### config.mk
export PLATFORM = sky130hd
export DESIGN_NAME = nmic_ctrl
export DESIGN_NICKNAME = d
export VERILOG_FILES = /design/src/rtl/nmic_ctrl.v /design/src/rtl/nmic_src.v
export VERILOG_INCLUDE_DIRS = /design/src /design/src/shared
export SDC_FILE = /design/constraint.sdc
export NUM_CORES = 2
export LEC_CHECK = 0
export ABC_CLOCK_PERIOD_IN_PS = 159700
export CAP_MARGIN = 10
export CORE_ASPECT_RATIO = 1.2
export CORE_MARGIN = 8
export CORE_UTILIZATION = 45
export CTS_CLUSTER_DIAMETER = 30
export DETAILED_ROUTE_END_ITERATION = 16
export DONT_BUFFER_PORTS = 1
export PLACE_DENSITY = 0.67
export SYNTH_ARGS = -nofsm -noshare
export SYNTH_HDL_FRONTEND = slang
export SYNTH_SLANG_ARGS = --single-unit
### constraint.sdc
create_clock -name i_core_clk -period 159.7 [get_ports i_core_clk]
set_input_delay 15.97 -clock i_core_clk [delete_from_list [all_inputs] [get_ports i_core_clk]]
set_output_delay 15.97 -clock i_core_clk [all_outputs]
set_load 0.05 [all_outputs]
### src/shared/nmic_defines.vh
// Constants for the non-maskable and maskable interrupt controller
`ifndef NMIC_DEFINES_VH
`define NMIC_DEFINES_VH

// ****************************************
// Source count and control register layout
// ****************************************
`define NMIC_NUM_SRC 90
`define NMIC_IDX_W 7
`define NMIC_CTL_RESET 8'h47
`define NMIC_CTL_IF 7
`define NMIC_CTL_MK 6
`define NMIC_LVL_LOWEST 3'h7

// ****************************************
// Status word bits and reset value
// ****************************************
`define NMIC_PSW_ID 5
`define NMIC_PSW_EP 6
`define NMIC_PSW_NP 7
`define NMIC_PSW_RESET 32'h00000020

// ****************************************
// Exception codes and handler addresses
// ****************************************
`define NMIC_NMI_CODE 16'h0010
`define NMIC_NMI_VECTOR 32'h00000010
`define NMIC_ILG_CODE 16'h0060
`define NMIC_ILG_VECTOR 32'h00000060
`define NMIC_MI_CODE_BASE 16'h0080
`define NMIC_ILG_OFFSET 32'h00000004

// ****************************************
// System register select codes
// ****************************************
`define NMIC_SR_INT_PC 3'h0
`define NMIC_SR_INT_ST 3'h1
`define NMIC_SR_NMI_PC 3'h2
`define NMIC_SR_NMI_ST 3'h3
`define NMIC_SR_PSW 3'h4
`define NMIC_SR_CAUSE 3'h5

`endif

### src/rtl/nmic_ctrl.v
// Interrupt controller with entry and return sequencing for the core
`timescale 1ns/1ps
`include "nmic_defines.vh"

// Notes on behaviour
// Same level ties go to lowest default index
// Code and vector are 0080H plus index*10H
// Divide in progress saves its own address
// Illegal opcode address is saved PC minus 4
// NMI ignores disable and beats all maskables
// NMI edge chosen by rise and fall enables
// NMI waits while NMI service is active
// Extra NMIs collapse into one pending
// NMI entry saves state, code 0010H, vector 10H
// Return with EP 0, NP 1 restores NMI state
// Software sets EP 0, NP 1 before return
// NMI service blocks all interrupts and exceptions
// Ninety maskable sources, each maskable
// Eight programmable levels dominate default order
// Maskable accept sets interrupt disable
// Only strictly higher level may nest
// Software saves state before nesting, restores disabled
// Maskable entry saves state, code, jumps to vector
// Masked or blocked requests stay pending
// Return with EP 0, NP 0 restores maskable state
// Control register bit 6 masks, resets to 47H
// Priority field value equals level, 0 highest
// NMI pin synchronised, edge sets pending flag
module nmic_ctrl (
    input wire i_core_clk,
    input wire i_rst_n,
    input wire [`NMIC_NUM_SRC-1:0] i_irq_src,
    input wire i_ctl_wr,
    input wire [`NMIC_IDX_W-1:0] i_ctl_sel,
    input wire [7:0] i_ctl_wdata,
    output wire [7:0] o_ctl_rdata,
    input wire i_nmi_pin,
    input wire i_nmi_rise_enable,
    input wire i_nmi_fall_enable,
    input wire i_boundary,
    input wire [31:0] i_cur_pc,
    input wire [31:0] i_next_pc,
    input wire i_div_busy,
    input wire i_ilgop,
    input wire i_return_from_interrupt,
    input wire i_ei,
    input wire i_di,
    input wire i_sr_wr,
    input wire [2:0] i_sr_sel,
    input wire [31:0] i_sr_wdata,
    output wire o_redirect,
    output wire [31:0] o_redirect_pc,
    output wire [31:0] o_psw,
    output wire [31:0] o_nmi_saved_pc,
    output wire [31:0] o_nmi_saved_status,
    output wire [31:0] o_int_saved_pc,
    output wire [31:0] o_int_saved_status,
    output wire [31:0] o_exception_cause,
    output wire o_nmi_pending,
    output wire [7:0] o_in_service
);

    // ****************************************
    // Declarations
    // ****************************************
    reg [31:0] psw_r;
    reg [31:0] psw_nxt;
    reg [31:0] nmi_pc_r;
    reg [31:0] nmi_pc_nxt;
    reg [31:0] nmi_st_r;
    reg [31:0] nmi_st_nxt;
    reg [31:0] int_pc_r;
    reg [31:0] int_pc_nxt;
    reg [31:0] int_st_r;
    reg [31:0] int_st_nxt;
    reg [31:0] cause_r;
    reg [31:0] cause_nxt;
    reg [7:0] ispr_r;
    reg [7:0] ispr_nxt;
    reg redir_r;
    reg redir_nxt;
    reg [31:0] redir_pc_r;
    reg [31:0] redir_pc_nxt;
    reg [7:0] rdata_r;
    reg nmi_s1_r;
    reg nmi_s2_r;
    reg nmi_s3_r;
    reg nmi_pend_r;
    wire nmi_rise;
    wire nmi_fall;
    wire nmi_edge;
    wire [8*`NMIC_NUM_SRC-1:0] ctl_all;
    wire [31:0] ret_pc;
    wire np;
    wire ep;
    wire id;
    reg best_found;
    reg [2:0] best_lvl;
    reg [`NMIC_IDX_W-1:0] best_idx;
    reg [2:0] min_lvl;
    wire nest_ok;
    wire take_nmi;
    wire take_ilg;
    wire take_mi;
    wire [15:0] mi_code;
    integer i;
    integer j;
    genvar g;

    assign np = psw_r[`NMIC_PSW_NP];
    assign ep = psw_r[`NMIC_PSW_EP];
    assign id = psw_r[`NMIC_PSW_ID];

    // ****************************************
    // Maskable sources
    // ****************************************
    generate
        for (g = 0; g < `NMIC_NUM_SRC; g = g + 1) begin : gen_src
            nmic_src u_src (
                .i_core_clk(i_core_clk),
                .i_rst_n(i_rst_n),
                .i_req(i_irq_src[g]),
                .i_wr(i_ctl_wr && (i_ctl_sel == g)),
                .i_wdata(i_ctl_wdata),
                .i_ack(take_mi && (best_idx == g)),
                .o_ctl(ctl_all[8*g +: 8])
            );
        end
    endgenerate

    // Registered read of the selected control register
    always @(posedge i_core_clk) begin
        if (!i_rst_n) begin
            rdata_r <= 8'h00;
        end else if (i_ctl_sel < `NMIC_NUM_SRC) begin
            rdata_r <= ctl_all[8*i_ctl_sel +: 8];
        end else begin
            rdata_r <= 8'h00;
        end
    end

    // ****************************************
    // Arbitration
    // ****************************************
    // Strict compare keeps the lower index on equal levels
    always @* begin
        best_found = 1'b0;
        best_lvl = `NMIC_LVL_LOWEST;
        best_idx = {`NMIC_IDX_W{1'b0}};
        for (i = 0; i < `NMIC_NUM_SRC; i = i + 1) begin
            if (ctl_all[8*i+`NMIC_CTL_IF] && !ctl_all[8*i+`NMIC_CTL_MK] &&
                (!best_found || (ctl_all[8*i +: 3] < best_lvl))) begin
                best_found = 1'b1;
                best_lvl = ctl_all[8*i +: 3];
                best_idx = i[`NMIC_IDX_W-1:0];
            end
        end
    end

    // Highest level currently in service
    always @* begin
        min_lvl = `NMIC_LVL_LOWEST;
        for (j = 7; j >= 0; j = j - 1) begin
            if (ispr_r[j]) begin
                min_lvl = j[2:0];
            end
        end
    end

    assign nest_ok = (ispr_r == 8'h00) || (best_lvl < min_lvl);

    // ****************************************
    // NMI edge detection
    // ****************************************
    always @(posedge i_core_clk) begin
        if (!i_rst_n) begin
            nmi_s1_r <= 1'b0;
            nmi_s2_r <= 1'b0;
            nmi_s3_r <= 1'b0;
        end else begin
            nmi_s1_r <= i_nmi_pin;
            nmi_s2_r <= nmi_s1_r;
            nmi_s3_r <= nmi_s2_r;
        end
    end

    assign nmi_rise = nmi_s2_r & ~nmi_s3_r;
    assign nmi_fall = ~nmi_s2_r & nmi_s3_r;
    assign nmi_edge = (nmi_rise & i_nmi_rise_enable) | (nmi_fall & i_nmi_fall_enable);

    // One flag, so repeated edges merge; a new edge wins over accept
    always @(posedge i_core_clk) begin
        if (!i_rst_n) begin
            nmi_pend_r <= 1'b0;
        end else begin
            nmi_pend_r <= nmi_edge | (nmi_pend_r & ~take_nmi);
        end
    end

    // ****************************************
    // Acceptance
    // ****************************************
    assign take_nmi = i_boundary && !i_return_from_interrupt && nmi_pend_r && !np;
    assign take_ilg = i_boundary && !i_return_from_interrupt && !take_nmi && i_ilgop && !np;
    assign take_mi = i_boundary && !i_return_from_interrupt && !take_nmi && !i_ilgop &&
                     best_found && !id && !np && nest_ok;
    assign ret_pc = i_div_busy ? i_cur_pc : i_next_pc;
    assign mi_code = `NMIC_MI_CODE_BASE + {5'h00, best_idx, 4'h0};

    // ****************************************
    // Status word, saved context and cause
    // ****************************************
    always @* begin
        psw_nxt = psw_r;
        nmi_pc_nxt = nmi_pc_r;
        nmi_st_nxt = nmi_st_r;
        int_pc_nxt = int_pc_r;
        int_st_nxt = int_st_r;
        cause_nxt = cause_r;
        ispr_nxt = ispr_r;
        redir_nxt = 1'b0;
        redir_pc_nxt = redir_pc_r;
        if (i_sr_wr) begin
            case (i_sr_sel)
                `NMIC_SR_INT_PC: int_pc_nxt = i_sr_wdata;
                `NMIC_SR_INT_ST: int_st_nxt = i_sr_wdata;
                `NMIC_SR_NMI_PC: nmi_pc_nxt = i_sr_wdata;
                `NMIC_SR_NMI_ST: nmi_st_nxt = i_sr_wdata;
                `NMIC_SR_PSW: psw_nxt = i_sr_wdata;
                `NMIC_SR_CAUSE: cause_nxt = i_sr_wdata;
                default: psw_nxt = psw_r;
            endcase
        end
        if (i_ei) begin
            psw_nxt[`NMIC_PSW_ID] = 1'b0;
        end
        if (i_di) begin
            psw_nxt[`NMIC_PSW_ID] = 1'b1;
        end
        if (i_return_from_interrupt) begin
            redir_nxt = 1'b1;
            if (!ep && np) begin
                redir_pc_nxt = nmi_pc_r;
                psw_nxt = nmi_st_r;
            end else begin
                redir_pc_nxt = int_pc_r;
                psw_nxt = int_st_r;
                if (!ep) begin
                    ispr_nxt[min_lvl] = 1'b0;
                end
            end
        end else if (take_nmi) begin
            nmi_pc_nxt = ret_pc;
            nmi_st_nxt = psw_r;
            cause_nxt[31:16] = `NMIC_NMI_CODE;
            psw_nxt = psw_r;
            psw_nxt[`NMIC_PSW_NP] = 1'b1;
            psw_nxt[`NMIC_PSW_ID] = 1'b1;
            psw_nxt[`NMIC_PSW_EP] = 1'b0;
            redir_nxt = 1'b1;
            redir_pc_nxt = `NMIC_NMI_VECTOR;
        end else if (take_ilg) begin
            // Restored PC is the next address, offender sits 4 below it
            int_pc_nxt = i_next_pc;
            int_st_nxt = psw_r;
            cause_nxt[15:0] = `NMIC_ILG_CODE;
            psw_nxt = psw_r;
            psw_nxt[`NMIC_PSW_EP] = 1'b1;
            psw_nxt[`NMIC_PSW_ID] = 1'b1;
            redir_nxt = 1'b1;
            redir_pc_nxt = `NMIC_ILG_VECTOR;
        end else if (take_mi) begin
            int_pc_nxt = ret_pc;
            int_st_nxt = psw_r;
            cause_nxt[15:0] = mi_code;
            psw_nxt = psw_r;
            psw_nxt[`NMIC_PSW_ID] = 1'b1;
            psw_nxt[`NMIC_PSW_EP] = 1'b0;
            ispr_nxt[best_lvl] = 1'b1;
            redir_nxt = 1'b1;
            redir_pc_nxt = {16'h0000, mi_code};
        end
    end

    always @(posedge i_core_clk) begin
        if (!i_rst_n) begin
            psw_r <= `NMIC_PSW_RESET;
            nmi_pc_r <= 32'h00000000;
            nmi_st_r <= 32'h00000000;
            int_pc_r <= 32'h00000000;
            int_st_r <= 32'h00000000;
            cause_r <= 32'h00000000;
            ispr_r <= 8'h00;
            redir_r <= 1'b0;
            redir_pc_r <= 32'h00000000;
        end else begin
            psw_r <= psw_nxt;
            nmi_pc_r <= nmi_pc_nxt;
            nmi_st_r <= nmi_st_nxt;
            int_pc_r <= int_pc_nxt;
            int_st_r <= int_st_nxt;
            cause_r <= cause_nxt;
            ispr_r <= ispr_nxt;
            redir_r <= redir_nxt;
            redir_pc_r <= redir_pc_nxt;
        end
    end

    // ****************************************
    // Outputs
    // ****************************************
    assign o_ctl_rdata = rdata_r;
    assign o_redirect = redir_r;
    assign o_redirect_pc = redir_pc_r;
    assign o_psw = psw_r;
    assign o_nmi_saved_pc = nmi_pc_r;
    assign o_nmi_saved_status = nmi_st_r;
    assign o_int_saved_pc = int_pc_r;
    assign o_int_saved_status = int_st_r;
    assign o_exception_cause = cause_r;
    assign o_nmi_pending = nmi_pend_r;
    assign o_in_service = ispr_r;

endmodule // nmic_ctrl

### src/rtl/nmic_src.v
// One maskable source: request flag, mask flag and priority field
`timescale 1ns/1ps
`include "nmic_defines.vh"

module nmic_src (
    input wire i_core_clk,
    input wire i_rst_n,
    input wire i_req,
    input wire i_wr,
    input wire [7:0] i_wdata,
    input wire i_ack,
    output wire [7:0] o_ctl
);

    reg flag_r;
    reg mask_r;
    reg [2:0] prio_r;
    wire flag_nxt;

    // ****************************************
    // Request set wins over ack and write
    // ****************************************
    assign flag_nxt = i_req | (i_wr ? i_wdata[`NMIC_CTL_IF] : (flag_r & ~i_ack));

    always @(posedge i_core_clk) begin
        if (!i_rst_n) begin
            flag_r <= 1'b0;
            mask_r <= 1'b1;
            prio_r <= `NMIC_LVL_LOWEST;
        end else begin
            flag_r <= flag_nxt;
            if (i_wr) begin
                mask_r <= i_wdata[`NMIC_CTL_MK];
                prio_r <= i_wdata[2:0];
            end
        end
    end

    assign o_ctl = {flag_r, mask_r, 3'h0, prio_r};

endmodule // nmic_src

==> metrics.cfg <==
[finish]
fin_nets = 6379
drive_gt1_share_pct = 13.1
area_delta_synth_final_pct = 12.0
nFillCells = 10500
stdcell_area_sq_um = 55900

[synth]
synth_compound_area_share_pct = 26.0
muxShareOfSynthArea_pct = 13.0
synth_top_family_by_area = compound AO/OA/AOI/OAI gates
synth-xor-area-share_pct = 0.0176
synth_seq_cells = 692
netlist.area_leader.share_pct = 27.8
synth_commonest_cells = 1,165 x nand2_1, 692 x dfxtp_1, 494 x nor2_1
synthSimpleGateAreaFrac_pct = 25.0
synth_seq_area_share_pct = 27.8
synth.avg_cell_area_sq_um = 8.05
synthFlopType = dfxtp_1
synth.most_common_cell = nand2_1
synth_cell_types = 174
synth_edf_count = 0
yosys.area_share.adder_pct = 2.48
async_reset_ff_share_pct = 0
netlist_instances = 6196
synth_top_cells_by_area = dfxtp_1 28%, nand2_1 8.8%, mux4_2 6.2%
yosysWarningCount = 0
synthesis.area_sq_um = 49900
yosys.area.top_type = dfxtp_1

[worst_setup_path]
crit_slowest_cell = a2111oi_0
crit_required_ps = 160340
critPathMaxFanout = 69
critPathMaxStageDelay_ps = 920
end_kind = flop
crit_arrival_ps = 122950
cpMostUsedCell = ha_1
worstReg2RegEnd = o_psw[1]
critical_path_buf_inv_count = 41
startpoint = gen_src[0].u_src.mask_r
cp.depth = 575
r2r_start = gen_src[0].u_src.mask_r
rrSetupSlack_ps = 37400
crit_type = flop to flop
critical_path.top_delay_family = compound AO/OA/AOI/OAI gates
endpoint = o_psw[1]
reg2regPathDepth = 575
start_kind = flop

[power]
total_power_uw = 582
ir_drop_v = 0.0000110
internal_power_uw = 429
combPwrFrac_pct = 6.0
powerDensity_nw_per_um2 = 10.4
seq_power_share_pct = 33.3
p_sw_share_pct = 26.2
clkPwrFrac_pct = 60.7
switchingPower_uw = 152
cellLeakagePower_uw = 0.0225

[detailed_routing]
vias = 50200
totalWireLength_mm = 209
dr.pass1.iters = 6
drc = 0
drtAntennaViolNets = 0
drtIter0Drc = 5391
viasPerCell = 6.55
wl_per_cell_um = 27.3

[sta]
worstMarginPinSlew_ps = 2350
finalSetupTns_ps = 0
hold_viol_final = 0
skew_ps = 47.0
fmax_mhz = 8.18
rsz0062_at_grt = no
setup_viol = 0
period_share_pct = 76.6
slew_viol_final = 266
max_slew_margin_pct = -57.0
period_minus_slack_ps = 122300

[placed_design]
place_congestion = 0.999
placed_area_sq_um = 50000
dpl.hpwl_mm = 152
place.port_buffers = 0

[floorplan]
ioPinCount = 459
die_w_um = 320
dieArea_sq_um = 122000
coreArea_sq_um = 111000
die_h_um = 381
start_util_pct = 45.1
rows = 134

[grt]
grt_pass1_vias = 47900
grtUsageMet2_pct = 53.0
globalRouteMet3Util_pct = 11.3
grt_usage_pct = 32.6
grt_overflow = 0
grt_util_met1_pct = 35.8
antenna_found_initial = 41
gr-max-usage-layer = met2
grt_max_degree = 466
grt_first_pass_wirelength_mm = 308

[clock_network]
ctsResizeCount = 0
clkSinkCount = 692
clk_pin_slew_ps = 50
clock_latency_ps = 790
htreeDepth = 4
cts_tree = done
clk_path_buf_depth = 3
clk_root_buffer_cell = clkbuf_16
cts_buffers = 156
ctsHoldBuffers = 0
postCtsSetupRepairBufs = 0

[run]
drv_cap = 0

[status]
status = finished, violations left
violations = max-slew violations

[worst_hold_path]
hp-class = flop to flop

[worst reg2reg max path: cells and delay by family (launching register included)]
kind | cells | cell delay [ps]
AOI/OAI and AO/OA | 231 | 52020
and+or+nand+nor | 171 | 29560
adders and majority gates | 85 | 21150
muxes | 47 | 14770
buffers and inverters | 41 | 4300
DFF | 1 | 360
[per-stage QoR]
stage,util (%),setup slack [ps],hold slack [ps],cells
2_1_floorplan,-,56340,412,6198
3_3_place_gp,45.2,40270,427,7341
3_5_place_dp,45.2,39460,438,7341
4_1_cts,50.4,38830,460,7632
5_1_grt,50.4,27670,464,7654
6_report,50.5,37400,469,7671
[cells in the final DEF (no fill, tap or decap), drive strengths merged, types with 41 or more instances in the layout]
| master | count |
|---|---|
| buf | 41 |
| nand3 | 316 |
| nand2b | 102 |
| clkbuf | 190 |
| or2 | 52 |
| and2 | 75 |
| ha | 91 |
| a21o | 81 |
| nor3 | 73 |
| nor2 | 504 |
| or2b | 83 |
| nor2b | 61 |
| a311oi | 56 |
| a31oi | 73 |
| mux4 | 139 |
| o21ai | 228 |
| inv | 233 |
| a21boi | 86 |
| dfxtp | 692 |
| mux2i | 283 |
| a211oi | 170 |
| a21oi | 357 |
| nand2 | 1169 |
| mux2 | 42 |
| o211ai | 157 |
[area by class of cell]
class / count / area, sq um / area share [%]
diodes: 39 / 97.6 / 0.175
clock buffers: 190 / 4240 / 7.60
clock inverters: 101 / 1540 / 2.75
inverters: 211 / 797 / 1.43
multi-input cells: 4969 / 33200 / 59.5
flip-flops and latches: 692 / 13900 / 24.8
well taps: 1428 / 1790 / 3.20
repair buffers: 41 / 308 / 0.551
[logic make-up (layout without fill, tap and decap cells)]
group / Yosys count / count (layout)
buffers and inverters: 537 / 543
adder cells (fa/ha/maj): 101 / 101
AO/OA/AOI/OAI: 1747 / 1747
XOR/XNOR: 1 / 1
flip-flops: 692 / 692
other: 1 / 42
AND/OR/NAND/NOR: 2653 / 2653
multiplexers: 464 / 464
[sequential cells by signal (all words and copies together), names as in the netlist, 5 cells and up]
signal,cells
o_nmi_saved_pc,32
o_redirect_pc,32
o_psw,32
o_int_saved_pc,32
gen_src.u_src.flag_r,90
o_int_saved_status,32
o_ctl_rdata,5
gen_src.u_src.prio_r,270
o_nmi_saved_status,32
o_exception_cause,32
o_in_service,8
gen_src.u_src.mask_r,90
[routing by layer]
layer,vias to the layer above,wire (um)
li1,22700,-
met1,24100,74000
met2,2750,96700
met3,641,23400
met4,14,15100
met5,-,81
[power groups by stage]
stage | Clock [uW] | Combinational, uW | Sequential, uW
2_1_floorplan | 0 | 31.3 | 194
3_3_place_gp | 0 | 33.1 | 197
3_5_place_dp | 0 | 33.7 | 197
4_1_cts | 355 | 33.9 | 194
5_1_grt | 364 | 37.1 | 194
6_report | 353 | 34.7 | 194
[worst min-delay path by stage]
stage                to  cells after the start  startpoint
6_report       nmi_s2_r                      1    nmi_s1_r
2_1_floorplan  nmi_s2_r                      1    nmi_s1_r
3_5_place_dp   nmi_s2_r                      1    nmi_s1_r
3_3_place_gp   nmi_s2_r                      1    nmi_s1_r
4_1_cts        nmi_s2_r                      1    nmi_s1_r
5_1_grt        nmi_s2_r                      1    nmi_s1_r
No activity file was read; power rests on OpenSTA's default activity.
